File: src/jtag_ctl_cfg.svh
// Constants of the JTAG active configuration control block.
// Assumes nothing; included by the top module and the testbench.
`ifndef JTAG_CTL_CFG_SVH
`define JTAG_CTL_CFG_SVH

// ----------------------------------------
// Instruction register
// ----------------------------------------
`define IR_WIDTH              10
`define IR_CAPTURE            10'h001
`define INSTR_BYPASS          10'h3FF
`define INSTR_DISENGAGE       10'h2C0
`define INSTR_ENGAGE          10'h2B0
`define INSTR_USER_CLK_ON     10'h1E0
`define INSTR_USER_CLK_OFF    10'h1E1
`define INSTR_BOOT_ADDRESS    10'h1E2
`define INSTR_PROGRAM         10'h002
`define INSTR_STARTUP         10'h003
`define INSTR_PULSE_RESTART   10'h001

// ----------------------------------------
// Mode select codes
// ----------------------------------------
`define MODE_PASSIVE_SERIAL   4'h0
`define MODE_FAST_PASSIVE     4'h1
`define MODE_ACTIVE_SERIAL    4'h2
`define MODE_ACTIVE_PARALLEL  4'h3

// ----------------------------------------
// Boot address and user clock
// ----------------------------------------
`define BOOT_ADDR_WIDTH       22
`define BOOT_ADDR_DEFAULT     22'h000000
`define USER_CLK_TAIL_EDGES   4'hA

// ----------------------------------------
// Register map
// ----------------------------------------
`define ADDR_CTRL             12'h000
`define ADDR_STATUS           12'h004
`define ADDR_BOOT             12'h008
`define CTRL_REMOTE_BIT       0
`define CTRL_ERRDET_BIT       1

`endif

File: src/jtag_ctl_pkg.sv
// Types shared by the JTAG active configuration control block.
// Assumes the constants header is on the include path.
package jtag_ctl_pkg;

  // ----------------------------------------
  // TAP controller states
  // ----------------------------------------
  typedef enum logic [3:0] {
    TAP_RESET      = 4'b0000,
    TAP_IDLE       = 4'b0001,
    TAP_SELECT_DR  = 4'b0010,
    TAP_CAPTURE_DR = 4'b0011,
    TAP_SHIFT_DR   = 4'b0100,
    TAP_EXIT1_DR   = 4'b0101,
    TAP_PAUSE_DR   = 4'b0110,
    TAP_EXIT2_DR   = 4'b0111,
    TAP_UPDATE_DR  = 4'b1000,
    TAP_SELECT_IR  = 4'b1001,
    TAP_CAPTURE_IR = 4'b1010,
    TAP_SHIFT_IR   = 4'b1011,
    TAP_EXIT1_IR   = 4'b1100,
    TAP_PAUSE_IR   = 4'b1101,
    TAP_EXIT2_IR   = 4'b1110,
    TAP_UPDATE_IR  = 4'b1111
  } tap_state_t;

  // ----------------------------------------
  // Configuration schemes
  // ----------------------------------------
  typedef enum logic [1:0] {
    SCHEME_PASSIVE_SERIAL = 2'b00,
    SCHEME_FAST_PASSIVE   = 2'b01,
    SCHEME_ACTIVE_SERIAL  = 2'b10,
    SCHEME_ACTIVE_PARALLEL = 2'b11
  } scheme_t;

endpackage

File: src/jtag_active_config_control.sv
// JTAG control of the active configuration controllers, user clock switch and boot address.
// Assumes rstn is power-on reset; JTAG and configuration pins are asynchronous to clk.
//
// Functional notes
// - Disengage instruction idles the active controller
// - Mode pins pick serial or parallel controller
// - Disengage ignored in passive schemes
// - User mode after programming re-engages controllers
// - Serial re-engages on TAP reset or engage
// - Parallel re-engages only on engage instruction or user mode after programming
// - Engage re-engages and starts active reconfiguration
// - Passive engage pulses restart; restart pin masked
// - Oscillator default; user clock needs running oscillator
// - Oscillator stops in user mode unless needed
// - Only power-on reset or the disable instruction reverts clock source
// - User clock latch kept until disable or reset
// - Boot instruction gives 22-bit shift and update
// - Capture copies update register into shift register
// - Flash address gets two zero bits appended
// - Remote update limits boot address to factory image
// - Boot address survives reconfiguration, lost on power-off
`include "jtag_ctl_cfg.svh"
`timescale 1ns/1ps
`default_nettype none
module jtag_active_config_control #(
  parameter int IR_W   = `IR_WIDTH,
  parameter int BOOT_W = `BOOT_ADDR_WIDTH
) (
  // Clock and power-on reset
  input  wire logic          clk,
  input  wire logic          rstn,
  // APB slave
  input  wire logic          psel,
  input  wire logic          penable,
  input  wire logic          pwrite,
  input  wire logic [11:0]   paddr,
  input  wire logic [31:0]   pwdata,
  output logic      [31:0]   prdata,
  output logic               pready,
  output logic               pslverr,
  // JTAG pins
  input  wire logic          tck,
  input  wire logic          tms,
  input  wire logic          tdi,
  output logic               tdo,
  output logic               tdoOe,
  // Configuration pins
  input  wire logic [3:0]    modeSelectPins,
  input  wire logic          userClockPin,
  input  wire logic          configRestartN,
  // Configuration core
  input  wire logic          userMode,
  output logic               serialEngaged,
  output logic               parallelEngaged,
  output logic               reconfigStart,
  output logic               oscEnable,
  output logic               clockSourceUser,
  output logic [BOOT_W+1:0]  flashStartAddr,
  output logic               bootAddrFactoryOnly,
  output logic               remoteUpdateEnable,
  output logic               errorDetectEnable
);
  // ----------------------------------------
  // Reset release and pin synchronisers
  // ----------------------------------------
  logic rstSync1;
  logic rstN;

  always_ff @(posedge clk or negedge rstn) begin
    if (!rstn) begin
      rstSync1 <= 1'b0;
      rstN     <= 1'b0;
    end else begin
      rstSync1 <= 1'b1;
      rstN     <= rstSync1;
    end
  end

  logic [8:0] pinsSync;
  logic       tckSync;
  logic       tmsSync;
  logic       tdiSync;
  logic       userClkSync;
  logic       restartNSync;
  logic [3:0] modeSync;

  pin_sync #(.WIDTH(9)) u_pin_sync (
    .clk    (clk),
    .rstN   (rstN),
    .pinIn  ({modeSelectPins, configRestartN, userClockPin, tdi, tms, tck}),
    .pinOut (pinsSync)
  );

  assign tckSync      = pinsSync[0];
  assign tmsSync      = pinsSync[1];
  assign tdiSync      = pinsSync[2];
  assign userClkSync  = pinsSync[3];
  assign restartNSync = pinsSync[4];
  assign modeSync     = pinsSync[8:5];

  logic tckLast;
  logic userClkLast;
  logic tckRise;
  logic tckFall;
  logic userClkRise;

  always_ff @(posedge clk or negedge rstN) begin
    if (!rstN) begin
      tckLast     <= 1'b0;
      userClkLast <= 1'b0;
    end else begin
      tckLast     <= tckSync;
      userClkLast <= userClkSync;
    end
  end

  assign tckRise     = tckSync & ~tckLast;
  assign tckFall     = ~tckSync & tckLast;
  assign userClkRise = userClkSync & ~userClkLast;

  // ----------------------------------------
  // Scheme decode
  // ----------------------------------------
  function automatic jtag_ctl_pkg::scheme_t decodeScheme(input logic [3:0] pins);
    case (pins)
      `MODE_FAST_PASSIVE:    decodeScheme = jtag_ctl_pkg::SCHEME_FAST_PASSIVE;
      `MODE_ACTIVE_SERIAL:   decodeScheme = jtag_ctl_pkg::SCHEME_ACTIVE_SERIAL;
      `MODE_ACTIVE_PARALLEL: decodeScheme = jtag_ctl_pkg::SCHEME_ACTIVE_PARALLEL;
      default:               decodeScheme = jtag_ctl_pkg::SCHEME_PASSIVE_SERIAL;
    endcase
  endfunction

  jtag_ctl_pkg::scheme_t scheme;
  logic                  schemeSerial;
  logic                  schemeParallel;

  assign scheme         = decodeScheme(modeSync);
  assign schemeSerial   = (scheme == jtag_ctl_pkg::SCHEME_ACTIVE_SERIAL);
  assign schemeParallel = (scheme == jtag_ctl_pkg::SCHEME_ACTIVE_PARALLEL);

  // ----------------------------------------
  // TAP and instruction register
  // ----------------------------------------
  jtag_ctl_pkg::tap_state_t tapState;

  tap_state_machine u_tap (
    .clk     (clk),
    .rstN    (rstN),
    .tckRise (tckRise),
    .tmsIn   (tmsSync),
    .state   (tapState)
  );

  logic [IR_W-1:0] irShift;
  logic [IR_W-1:0] instr;
  logic            tapReset;
  logic            irUpdate;

  assign tapReset = tckRise & tmsSync & (tapState == jtag_ctl_pkg::TAP_SELECT_IR);
  assign irUpdate = tckRise & (tapState == jtag_ctl_pkg::TAP_UPDATE_IR);

  always_ff @(posedge clk or negedge rstN) begin
    if (!rstN) begin
      irShift <= IR_W'(`IR_CAPTURE);
      instr   <= IR_W'(`INSTR_BYPASS);
    end else if (tckRise) begin
      case (tapState)
        jtag_ctl_pkg::TAP_RESET:      instr   <= IR_W'(`INSTR_BYPASS);
        jtag_ctl_pkg::TAP_CAPTURE_IR: irShift <= IR_W'(`IR_CAPTURE);
        jtag_ctl_pkg::TAP_SHIFT_IR:   irShift <= {tdiSync, irShift[IR_W-1:1]};
        jtag_ctl_pkg::TAP_UPDATE_IR:  instr   <= irShift;
        default:                      instr   <= instr;
      endcase
    end
  end

  // Instruction takes effect as it enters the instruction register
  logic doDisengage;
  logic doEngage;
  logic doClkOn;
  logic doClkOff;
  logic doProgram;
  logic doPulse;

  assign doDisengage = irUpdate & (irShift == IR_W'(`INSTR_DISENGAGE));
  assign doEngage    = irUpdate & (irShift == IR_W'(`INSTR_ENGAGE));
  assign doClkOn     = irUpdate & (irShift == IR_W'(`INSTR_USER_CLK_ON));
  assign doClkOff    = irUpdate & (irShift == IR_W'(`INSTR_USER_CLK_OFF));
  assign doProgram   = irUpdate & (irShift == IR_W'(`INSTR_PROGRAM));
  assign doPulse     = irUpdate & (irShift == IR_W'(`INSTR_PULSE_RESTART));

  // ----------------------------------------
  // Active controller engagement
  // ----------------------------------------
  logic programPending;
  logic userModeLast;
  logic userModeRise;

  assign userModeRise = userMode & ~userModeLast;

  // Armed by the programming instruction, cleared when user mode is reached
  always_ff @(posedge clk or negedge rstN) begin
    if (!rstN) begin
      programPending <= 1'b0;
      userModeLast   <= 1'b0;
    end else begin
      userModeLast <= userMode;
      if (doProgram) begin
        programPending <= 1'b1;
      end else if (userModeRise) begin
        programPending <= 1'b0;
      end
    end
  end

  always_ff @(posedge clk or negedge rstN) begin
    if (!rstN) begin
      serialEngaged <= 1'b1;
    end else if (doEngage && schemeSerial) begin
      serialEngaged <= 1'b1;
    end else if (programPending && userModeRise) begin
      serialEngaged <= 1'b1;
    end else if (tapReset) begin
      serialEngaged <= 1'b1;
    end else if (doDisengage && schemeSerial) begin
      serialEngaged <= 1'b0;
    end
  end

  // Restart pin and TAP reset leave the parallel controller alone
  always_ff @(posedge clk or negedge rstN) begin
    if (!rstN) begin
      parallelEngaged <= 1'b1;
    end else if (doEngage && schemeParallel) begin
      parallelEngaged <= 1'b1;
    end else if (programPending && userModeRise) begin
      parallelEngaged <= 1'b1;
    end else if (doDisengage && schemeParallel) begin
      parallelEngaged <= 1'b0;
    end
  end
  // Passive schemes fall through both branches untouched

  // ----------------------------------------
  // Reconfiguration and oscillator
  // ----------------------------------------
  logic restartMasked;
  logic restartLast;
  logic restartFall;
  logic reconfigEvent;

  // Restart pin is ignored while engage is the current instruction
  assign restartMasked = (instr == IR_W'(`INSTR_ENGAGE)) ? 1'b1 : restartNSync;
  assign restartFall   = restartLast & ~restartMasked;
  assign reconfigEvent = doEngage | doPulse | restartFall;

  logic reconfigActive;

  always_ff @(posedge clk or negedge rstN) begin
    if (!rstN) begin
      // Synchroniser leaves reset low; matching it avoids a false restart edge
      restartLast    <= 1'b0;
      reconfigStart  <= 1'b0;
      reconfigActive <= 1'b0;
    end else begin
      restartLast   <= restartMasked;
      reconfigStart <= reconfigEvent;
      if (reconfigEvent) begin
        reconfigActive <= 1'b1;
      end else if (userModeRise) begin
        reconfigActive <= 1'b0;
      end
    end
  end

  always_ff @(posedge clk or negedge rstN) begin
    if (!rstN) begin
      oscEnable <= 1'b1;
    end else begin
      oscEnable <= ~userMode | reconfigActive | remoteUpdateEnable | errorDetectEnable;
    end
  end

  // ----------------------------------------
  // Clock source latch
  // ----------------------------------------
  logic       userClockLatch;
  logic [3:0] tailCount;

  // Only power-on reset or the disable instruction clears the latch
  always_ff @(posedge clk or negedge rstN) begin
    if (!rstN) begin
      userClockLatch <= 1'b0;
    end else if (doClkOff) begin
      userClockLatch <= 1'b0;
    end else if (doClkOn && oscEnable) begin
      userClockLatch <= 1'b1;
    end
  end

  // Switch back only after the user clock has run its tail
  always_ff @(posedge clk or negedge rstN) begin
    if (!rstN) begin
      clockSourceUser <= 1'b0;
      tailCount       <= 4'h0;
    end else if (userClockLatch) begin
      clockSourceUser <= 1'b1;
      tailCount       <= 4'h0;
    end else if (clockSourceUser && userClkRise) begin
      if (tailCount == `USER_CLK_TAIL_EDGES - 4'h1) begin
        clockSourceUser <= 1'b0;
        tailCount       <= 4'h0;
      end else begin
        tailCount <= tailCount + 4'h1;
      end
    end
  end

  // ----------------------------------------
  // Boot address data register
  // ----------------------------------------
  logic [BOOT_W-1:0] bootShift;
  logic [BOOT_W-1:0] bootUpdate;
  logic              bypassBit;
  logic              bootSelected;

  assign bootSelected = (instr == IR_W'(`INSTR_BOOT_ADDRESS));

  // Only power-on reset and the boot-address update state touch the update register
  always_ff @(posedge clk or negedge rstN) begin
    if (!rstN) begin
      bootShift  <= '0;
      bootUpdate <= BOOT_W'(`BOOT_ADDR_DEFAULT);
      bypassBit  <= 1'b0;
    end else if (tckRise) begin
      case (tapState)
        jtag_ctl_pkg::TAP_CAPTURE_DR: begin
          bypassBit <= 1'b0;
          if (bootSelected) begin
            bootShift <= bootUpdate;
          end
        end
        jtag_ctl_pkg::TAP_SHIFT_DR: begin
          bypassBit <= tdiSync;
          if (bootSelected) begin
            bootShift <= {tdiSync, bootShift[BOOT_W-1:1]};
          end
        end
        jtag_ctl_pkg::TAP_UPDATE_DR: begin
          if (bootSelected) begin
            bootUpdate <= bootShift;
          end
        end
        default: begin
          bypassBit <= bypassBit;
        end
      endcase
    end
  end

  always_ff @(posedge clk or negedge rstN) begin
    if (!rstN) begin
      flashStartAddr      <= '0;
      bootAddrFactoryOnly <= 1'b0;
    end else begin
      flashStartAddr      <= {bootUpdate, 2'b00};
      bootAddrFactoryOnly <= remoteUpdateEnable;
    end
  end

  // TDO changes on the falling test clock
  always_ff @(posedge clk or negedge rstN) begin
    if (!rstN) begin
      tdo   <= 1'b0;
      tdoOe <= 1'b0;
    end else if (tckFall) begin
      tdoOe <= (tapState == jtag_ctl_pkg::TAP_SHIFT_DR) || (tapState == jtag_ctl_pkg::TAP_SHIFT_IR);
      if (tapState == jtag_ctl_pkg::TAP_SHIFT_IR) begin
        tdo <= irShift[0];
      end else if (bootSelected) begin
        tdo <= bootShift[0];
      end else begin
        tdo <= bypassBit;
      end
    end
  end

  // ----------------------------------------
  // APB register slave
  // ----------------------------------------
  logic setup;
  logic mapped;

  assign setup  = psel & ~penable;
  assign mapped = (paddr == `ADDR_CTRL) || (paddr == `ADDR_STATUS) || (paddr == `ADDR_BOOT);

  // Zero wait: answer ready in the first access cycle
  always_ff @(posedge clk or negedge rstN) begin
    if (!rstN) begin
      pready  <= 1'b0;
      pslverr <= 1'b0;
      prdata  <= 32'h00000000;
    end else begin
      pready  <= setup;
      pslverr <= setup & ~mapped;
      if (setup && !pwrite) begin
        case (paddr)
          `ADDR_CTRL:   prdata <= {30'h00000000, errorDetectEnable, remoteUpdateEnable};
          `ADDR_STATUS: prdata <= {16'h0000, instr, scheme, oscEnable, clockSourceUser,
                                   parallelEngaged, serialEngaged};
          `ADDR_BOOT:   prdata <= {{(32-BOOT_W){1'b0}}, bootUpdate};
          default:      prdata <= 32'h00000000;
        endcase
      end else begin
        prdata <= 32'h00000000;
      end
    end
  end

  always_ff @(posedge clk or negedge rstN) begin
    if (!rstN) begin
      remoteUpdateEnable <= 1'b0;
      errorDetectEnable  <= 1'b0;
    end else if (psel && penable && pready && pwrite && paddr == `ADDR_CTRL) begin
      remoteUpdateEnable <= pwdata[`CTRL_REMOTE_BIT];
      errorDetectEnable  <= pwdata[`CTRL_ERRDET_BIT];
    end
  end
endmodule
`default_nettype wire

File: src/pin_sync.sv
// Two-stage synchroniser for a group of pin inputs.
// Assumes inputs are asynchronous to clk; reset is the synchronised copy.
`timescale 1ns/1ps
`default_nettype none
module pin_sync #(
  parameter int WIDTH = 1
) (
  // Clock and reset
  input  wire logic             clk,
  input  wire logic             rstN,
  // Pins
  input  wire logic [WIDTH-1:0] pinIn,
  output logic      [WIDTH-1:0] pinOut
);
  logic [WIDTH-1:0] stage1;

  // First stage feeds only the second
  always_ff @(posedge clk or negedge rstN) begin
    if (!rstN) begin
      stage1 <= '0;
      pinOut <= '0;
    end else begin
      stage1 <= pinIn;
      pinOut <= stage1;
    end
  end
endmodule
`default_nettype wire

File: src/tap_state_machine.sv
// TAP controller state machine, stepped once per detected test clock rise.
// Assumes tmsIn is already synchronised and tckRise is a one-cycle pulse.
`timescale 1ns/1ps
`default_nettype none
module tap_state_machine (
  // Clock and reset
  input  wire logic                clk,
  input  wire logic                rstN,
  // Test access
  input  wire logic                tckRise,
  input  wire logic                tmsIn,
  output jtag_ctl_pkg::tap_state_t state
);
  jtag_ctl_pkg::tap_state_t next_state;

  always_comb begin
    case (state)
      jtag_ctl_pkg::TAP_RESET:      next_state = tmsIn ? jtag_ctl_pkg::TAP_RESET      : jtag_ctl_pkg::TAP_IDLE;
      jtag_ctl_pkg::TAP_IDLE:       next_state = tmsIn ? jtag_ctl_pkg::TAP_SELECT_DR  : jtag_ctl_pkg::TAP_IDLE;
      jtag_ctl_pkg::TAP_SELECT_DR:  next_state = tmsIn ? jtag_ctl_pkg::TAP_SELECT_IR  : jtag_ctl_pkg::TAP_CAPTURE_DR;
      jtag_ctl_pkg::TAP_CAPTURE_DR: next_state = tmsIn ? jtag_ctl_pkg::TAP_EXIT1_DR   : jtag_ctl_pkg::TAP_SHIFT_DR;
      jtag_ctl_pkg::TAP_SHIFT_DR:   next_state = tmsIn ? jtag_ctl_pkg::TAP_EXIT1_DR   : jtag_ctl_pkg::TAP_SHIFT_DR;
      jtag_ctl_pkg::TAP_EXIT1_DR:   next_state = tmsIn ? jtag_ctl_pkg::TAP_UPDATE_DR  : jtag_ctl_pkg::TAP_PAUSE_DR;
      jtag_ctl_pkg::TAP_PAUSE_DR:   next_state = tmsIn ? jtag_ctl_pkg::TAP_EXIT2_DR   : jtag_ctl_pkg::TAP_PAUSE_DR;
      jtag_ctl_pkg::TAP_EXIT2_DR:   next_state = tmsIn ? jtag_ctl_pkg::TAP_UPDATE_DR  : jtag_ctl_pkg::TAP_SHIFT_DR;
      jtag_ctl_pkg::TAP_UPDATE_DR:  next_state = tmsIn ? jtag_ctl_pkg::TAP_SELECT_DR  : jtag_ctl_pkg::TAP_IDLE;
      jtag_ctl_pkg::TAP_SELECT_IR:  next_state = tmsIn ? jtag_ctl_pkg::TAP_RESET      : jtag_ctl_pkg::TAP_CAPTURE_IR;
      jtag_ctl_pkg::TAP_CAPTURE_IR: next_state = tmsIn ? jtag_ctl_pkg::TAP_EXIT1_IR   : jtag_ctl_pkg::TAP_SHIFT_IR;
      jtag_ctl_pkg::TAP_SHIFT_IR:   next_state = tmsIn ? jtag_ctl_pkg::TAP_EXIT1_IR   : jtag_ctl_pkg::TAP_SHIFT_IR;
      jtag_ctl_pkg::TAP_EXIT1_IR:   next_state = tmsIn ? jtag_ctl_pkg::TAP_UPDATE_IR  : jtag_ctl_pkg::TAP_PAUSE_IR;
      jtag_ctl_pkg::TAP_PAUSE_IR:   next_state = tmsIn ? jtag_ctl_pkg::TAP_EXIT2_IR   : jtag_ctl_pkg::TAP_PAUSE_IR;
      jtag_ctl_pkg::TAP_EXIT2_IR:   next_state = tmsIn ? jtag_ctl_pkg::TAP_UPDATE_IR  : jtag_ctl_pkg::TAP_SHIFT_IR;
      jtag_ctl_pkg::TAP_UPDATE_IR:  next_state = tmsIn ? jtag_ctl_pkg::TAP_SELECT_DR  : jtag_ctl_pkg::TAP_IDLE;
      default:                      next_state = jtag_ctl_pkg::TAP_RESET;
    endcase
  end

  always_ff @(posedge clk or negedge rstN) begin
    if (!rstN) begin
      state <= jtag_ctl_pkg::TAP_RESET;
    end else if (tckRise) begin
      state <= next_state;
    end
  end
endmodule
`default_nettype wire

File: config.mk
export PLATFORM = sky130hd
export DESIGN_NAME = jtag_active_config_control
export DESIGN_NICKNAME = d
export VERILOG_FILES = /design/src/jtag_ctl_pkg.sv /design/src/jtag_active_config_control.sv /design/src/pin_sync.sv /design/src/tap_state_machine.sv
export VERILOG_INCLUDE_DIRS = /design/src
export SDC_FILE = /design/constraint.sdc
export NUM_CORES = 1
export LEC_CHECK = 0
export ABC_AREA = 1
export ABC_CLOCK_PERIOD_IN_PS = 4650
export BUFFER_PORTS_ARGS = -buffer_cell sky130_fd_sc_hd__buf_2
export CORE_ASPECT_RATIO = 0.6
export CORE_MARGIN = 8
export CORE_UTILIZATION = 35
export CTS_CLUSTER_DIAMETER = 200
export DETAILED_ROUTE_END_ITERATION = 8
export PLACE_DENSITY = 0.61
export SYNTH_ARGS = -nofsm -noshare
export SYNTH_HDL_FRONTEND = slang
export SYNTH_SLANG_ARGS = --single-unit
File: constraint.sdc
create_clock -name clk -period 4.65 [get_ports clk]
set_input_delay 0.2325 -clock clk [delete_from_list [all_inputs] [get_ports clk]]
set_output_delay 0.2325 -clock clk [all_outputs]
set_load 0.005 [all_outputs]
-- Word level (Yosys, flattened, before mapping)
Cells that the tools add are included.
- output and inout port bits: 68
- input port bits: 59
- register bits after elaboration: 166
- word-level logic and storage cells: 175
- bitwise gates (word level): 29
- reductions and logical operators: 37
- muxes and demuxes: 43
- equal/unequal tests: 33
- add/sub/neg operators: 1
- operators with widths (operator ; number):
    $pmux W22 S3 ; 1
    $pmux W4 S12 ; 1
    $mux W22 ; 2
    $pmux W22 S2 ; 1
    $pmux W10 S2 ; 2
    $eq A4 B4 Y1 const B ; 9
    $mux W32 ; 1
    $eq A10 B10 Y1 const B ; 3
    $eq A10 B9 Y1 const B ; 3
    $mux W4 ; 7
    $mux W1 ; 21
    $and A1 B1 Y1 ; 16
    $eq A4 B2 Y1 const B ; 4
    $eq A4 B3 Y1 const B ; 4
    $reduce_bool A2 Y1 ; 8
    $eq A12 B3 Y1 const B ; 1
    $eq A12 B4 Y1 const B ; 1
    $logic_and A1 B1 Y1 ; 12
    $logic_not A12 Y1 ; 1
    $eq A10 B1 Y1 const B ; 1
    $eq A10 B2 Y1 const B ; 1
    $eq A4 B1 Y1 const B ; 2
    $not A1 Y1 ; 8
    $reduce_and A2 Y1 ; 4
    17 further kinds ; 29

-- Logic depth before layout (Yosys ltp)
- word-level depth: 9
- gate-level depth with buffers: 10

-- Hierarchy
A second synthesis with hierarchy kept.
- cell total of the unflattened synthesis: 718
- area total of the unflattened synthesis: 6701.4 µm²
- modules (own cells, without submodules) (module ; cells an instance ; sequential area each (µm²) ; instances ; area each (µm²)):
    jtag_active_config_control ; 628 ; 3370.7 ; 1 ; 5826.8
    pin_sync ; 18 ; 450.4 ; 1 ; 450.4
    tap_state_machine ; 72 ; 100.1 ; 1 ; 424.2

-- Least setup slack after synthesis
No wires, ideal clock.
- path type: flip-flop to flip-flop
- start: reg instr[6]
- end: reg bootUpdate[10]
- data required time: 4533 ps
- arrival: 1316 ps
- path slack: 3217 ps
- path buffers: 1
- setup time: 117 ps
- stages on the path, launching flop included: 9
- period minus slack after synthesis: 1433 ps
- cell sequence: dfstp_2 > nand2_1 > nor2_1 > nand3_1 > nor2_1 > nand2_1 > buf_2 > nand2_1 > nand2_1
- cells in the longest elaborated chain, start to end: 2
- ends and longest elaborated chain (element ; line ; text):
    start: declaration ; jtag_active_config_control.sv:155 ; logic [IR_W-1:0] instr;
    start signal: assignment ; jtag_active_config_control.sv:165 ; instr <= IR_W'(`INSTR_BYPASS);
    start signal: assignment ; jtag_active_config_control.sv:168 ; jtag_ctl_pkg::TAP_RESET: instr <= IR_W'(`INSTR_BYPASS);
    start signal: assignment ; jtag_active_config_control.sv:171 ; jtag_ctl_pkg::TAP_UPDATE_IR: instr <= irShift;
    $eq A10 B9 Y1 ; jtag_active_config_control.sv:327 ; assign bootSelected = (instr == IR_W'(`INSTR_BOOT_ADDRESS));
    $reduce_and A3 Y1 (no line) ; n/a ;
    end signal: assignment ; jtag_active_config_control.sv:333 ; bootUpdate <= BOOT_W'(`BOOT_ADDR_DEFAULT);
    end signal: assignment ; jtag_active_config_control.sv:351 ; bootUpdate <= bootShift;
    end: declaration ; jtag_active_config_control.sv:323 ; logic [BOOT_W-1:0] bootUpdate;
No other way between the ends.
A chain may end at the register's enable or synchronous reset.

-- Final worst setup path
- start: reg u_tap.state[0]
- end: reg bootUpdate[0]
- cells in the longest elaborated chain, start to end: 2
- ends and longest elaborated chain (element ; line ; text):
    start: declaration ; tap_state_machine.sv:12 ; output jtag_ctl_pkg::tap_state_t state
    start signal: assignment ; tap_state_machine.sv:40 ; state <= jtag_ctl_pkg::TAP_RESET;
    start signal: assignment ; tap_state_machine.sv:42 ; state <= next_state;
    $eq A4 B4 Y1 ; jtag_active_config_control.sv:336 ; case (tapState)
    $reduce_and A3 Y1 (no line) ; n/a ;
No other way between the ends.

==> impl_metrics.tcl <==
set metrics [dict create \
    grt.total_usage_pct 13.29 \
    drive_gt1_share_pct 20.72 \
    startpoint "u_tap.state[0]$_DFFE_PN0N_" \
    path_class "reg2reg" \
    ys.flop_type "dfrtp_1" \
    final_cells 1047 \
    crit_family "simple AND/OR/NAND/NOR gates" \
    slowest_delay_ns 0.74 \
    cp_num_buf_inv 1 \
    insertion_delay_ns 0.42 \
    regToRegEndpoint "bootUpdate[0]$_DFFE_PN0P_" \
    fin_worst_skew_ns 0.01202 \
    critPathMostFrequentCell "nand2_1" \
    rrSetupSlack_ns 1.84 \
    row_count 39 \
    drcViolationCount 0 \
    io_buffers 84 \
    period_needed_ns 2.805 \
    fin_util_pct 41.97 \
    crit_end "bootUpdate[0]$_DFFE_PN0P_" \
    synth_edf_count 0 \
    die_w_um 193.1 \
    critPathLaunchType "flip-flop" \
    hold_depth 2 \
    cts_sinks 156 \
    place_ws_ns 1.894 \
    grt_pass1_wl_um 24710 \
    antennaDiodeCount 0 \
    p_per_area_mw_per_mm2 409.3 \
    postCtsSetupBuffers 0 \
    dieArea_sq_mm 0.02360 \
    ir_drop_uv 258.7 \
    cts_inserted_buffers 17 \
    place_congestion 0.8279 \
    leakagePower_uw 0.004279 \
    crit_path_max_fanout 23 \
    clock_path_buffers 2 \
    fin_crit_sh_pct 60.33 \
    routed_via_density 4.568 \
    ys_seq_elements 156 \
    fin_nets 849 \
    r2r.worst_path.cells 5 \
    multi_input_area_sq_mm 0.002195 \
    final_hold_viol_count 0 \
    worst_slack_ns 1.845 \
    cts_root_buf "clkbuf_16" \
    power_uw 3219 \
    fillers 1852 \
    ys_seq_area_share_pct 59.55 \
    regArea_sq_mm 0.003925 \
    status "completed" \
    start_util_pct 35.14 \
    wl_per_cell_um 14.53 \
    regToRegStartpoint "u_tap.state[0]$_DFFE_PN0N_" \
    slew_headroom_pct 29.72 \
    grt_max_degree 155 \
    wl_um 15210 \
    holdCritPathClass "in2reg" \
    ctsResizeCount 0 \
    antenna_found_initial 0 \
    grt_remaining_overflow 0 \
    area_growth_syn_to_layout_pct 19.44 \
    dp_cells 1004 \
    cp_slowest_cell "nand2_1" \
    synth_cells 693 \
    rsz0062_at_grt "no" \
    final_antenna_net_count 0 \
    final-setup-viol-count 0 \
    worstMarginPinSlew_ns 1.050 \
    path_cells "nor2_2 -> nand2_1 -> inv_1 -> nand2_1 -> o21ai_0" \
    synth.avg_cell_area_sq_um 9.502 \
    cp.depth 5 \
    synth_async_sr_flop_share_pct 100.0 \
    synth_cell_types 36 \
    vias 4783 \
    hpwl_um 10580 \
    coreArea_sq_mm 0.01874 \
    synthesis.area_sq_mm 0.006585 \
    slew_violations 0 \
    io_pins 127 \
    crit_path_end_kind "flip-flop" \
    cts_max_level 4 \
    first_pass_iters 5 \
    max_freq_mhz 356.4 \
    grt_pass1_vias 4665 \
    clkTransAtPathRegs_ns 0.06 \
    worst_ep_arrival_time_ns 3.12 \
    die_h_um 122.3 \
    hold_buffers 11 \
    fin_tns_setup_ns 0 \
    required_ns 4.97 \
    cts_tree "yes" \
    yosys_warnings 0 \
    drt_iter0_markers 420 \
    drv_cap 0 \
]
cells in the mapped netlist, types with 12 or more instances:
cell type  instances  area share [%]
dfstp_2           14             5.6
o21ai_0           39             3.0
nand3_1           59             4.5
buf_2             12            0.91
inv_1             75             4.3
mux2i_1           21             3.2
nand2_1          151             8.6
buf_4             14             1.6
dfrtp_1          142              54
nor2_1            75             4.3
a21oi_2           18             2.4
flip-flops by register name (all words and copies together), names as in the netlist, 4 cells and up:
register / flops
u_pin_sync.stage1: 9
u_pin_sync.pinOut: 9
flashStartAddr: 22
u_tap.state: 4
bootShift: 22
bootUpdate: 22
tailCount: 4
irShift: 10
instr: 10
prdata: 22
worst min path at each step:
stage,from,endpoint
finish,penable,pready$_DFF_PN0_
global route,penable,pready$_DFF_PN0_
CTS,penable,pready$_DFF_PN0_
detailed placement,rstn,rstSync1$_DFF_PN0_
global placement,rstn,rstSync1$_DFF_PN0_
floorplan,rstn,rstN$_DFF_PN0_
cell type report:
| class | count | share of cell area [%] |
|---|---|---|
| repair buffers | 97 | 7.095 |
| flip-flops and latches | 156 | 49.90 |
| well taps | 246 | 3.913 |
| inverters | 78 | 3.723 |
| clock buffers | 18 | 5.457 |
| multi-input cells | 438 | 27.90 |
| clock inverters | 14 | 2.004 |
power breakdown:
group	switching, uW	internal [uW]	leakage (uW)
registers	60.4	1410	0.00206
logic	246	114	0.00193
clock network	587	803	0.000284
total	893	2330	0.00428
per-stage QoR:
step	instance area (sq um)	hold WS, ns
CTS	7865	0.006184
detailed placement	7168	0.01894
floorplan	6626	-0.06309
global placement	7168	0.01950
finish	7865	0.01831
global route	7865	0.01297
cell usage in the layout, fill, tap and decap left out, types with 2 or more instances in the layout:
cell type / Yosys / layout
a31oi_1: 2 / 2
nor2_2: 2 / 2
clkbuf_16: 0 / 17
dfrtp_1: 142 / 141
dlygate4sd3_1: 0 / 11
nand3_1: 59 / 59
inv_1: 75 / 75
a22oi_1: 9 / 9
a21oi_2: 18 / 18
mux2i_1: 21 / 21
inv_2: 2 / 2
nand4_1: 9 / 9
nand2_2: 4 / 4
inv_6: 0 / 6
clkinv_2: 0 / 2
nor2_4: 2 / 2
dfstp_2: 14 / 14
ha_1: 2 / 2
buf_2: 12 / 84
bufinv_16: 0 / 2
a21oi_1: 10 / 10
conb_1: 2 / 13
clkinvlp_4: 0 / 2
nor2_1: 75 / 75
or2_2: 2 / 2
nand2_1: 151 / 151
o21ai_0: 39 / 39
nor3_1: 10 / 10
metal layers:
metal / GRT usage, % / vias to the layer above / share of wire, %
met3: 3.944 / 7 / 8.4
li1: - / 2391 / -
met4: 2.967 / 0 / 0.66
met1: 20.74 / 2234 / 53
met2: 17.57 / 151 / 38
met5: 0 / - / 0
cells by family after synthesis:
kind of cell	after synthesis	share of synthesized area, %
simple gates	319	20.96
flops	156	59.55
buf+inv	110	7.752
compound gates	82	7.923
mux	21	3.192
fa+ha+maj	2	0.3800
other cells	2	0.1140
xor+xnor	1	0.1330
worst reg2reg max path, cell delays in order, from the launching register on:
cell     delay, ns
dfrtp_1       0.59
nor2_2        0.28
nand2_1       0.12
inv_1         0.58
nand2_1       0.75
o21ai_0       0.38
Note: power is estimated with default switching activity, not from simulation.
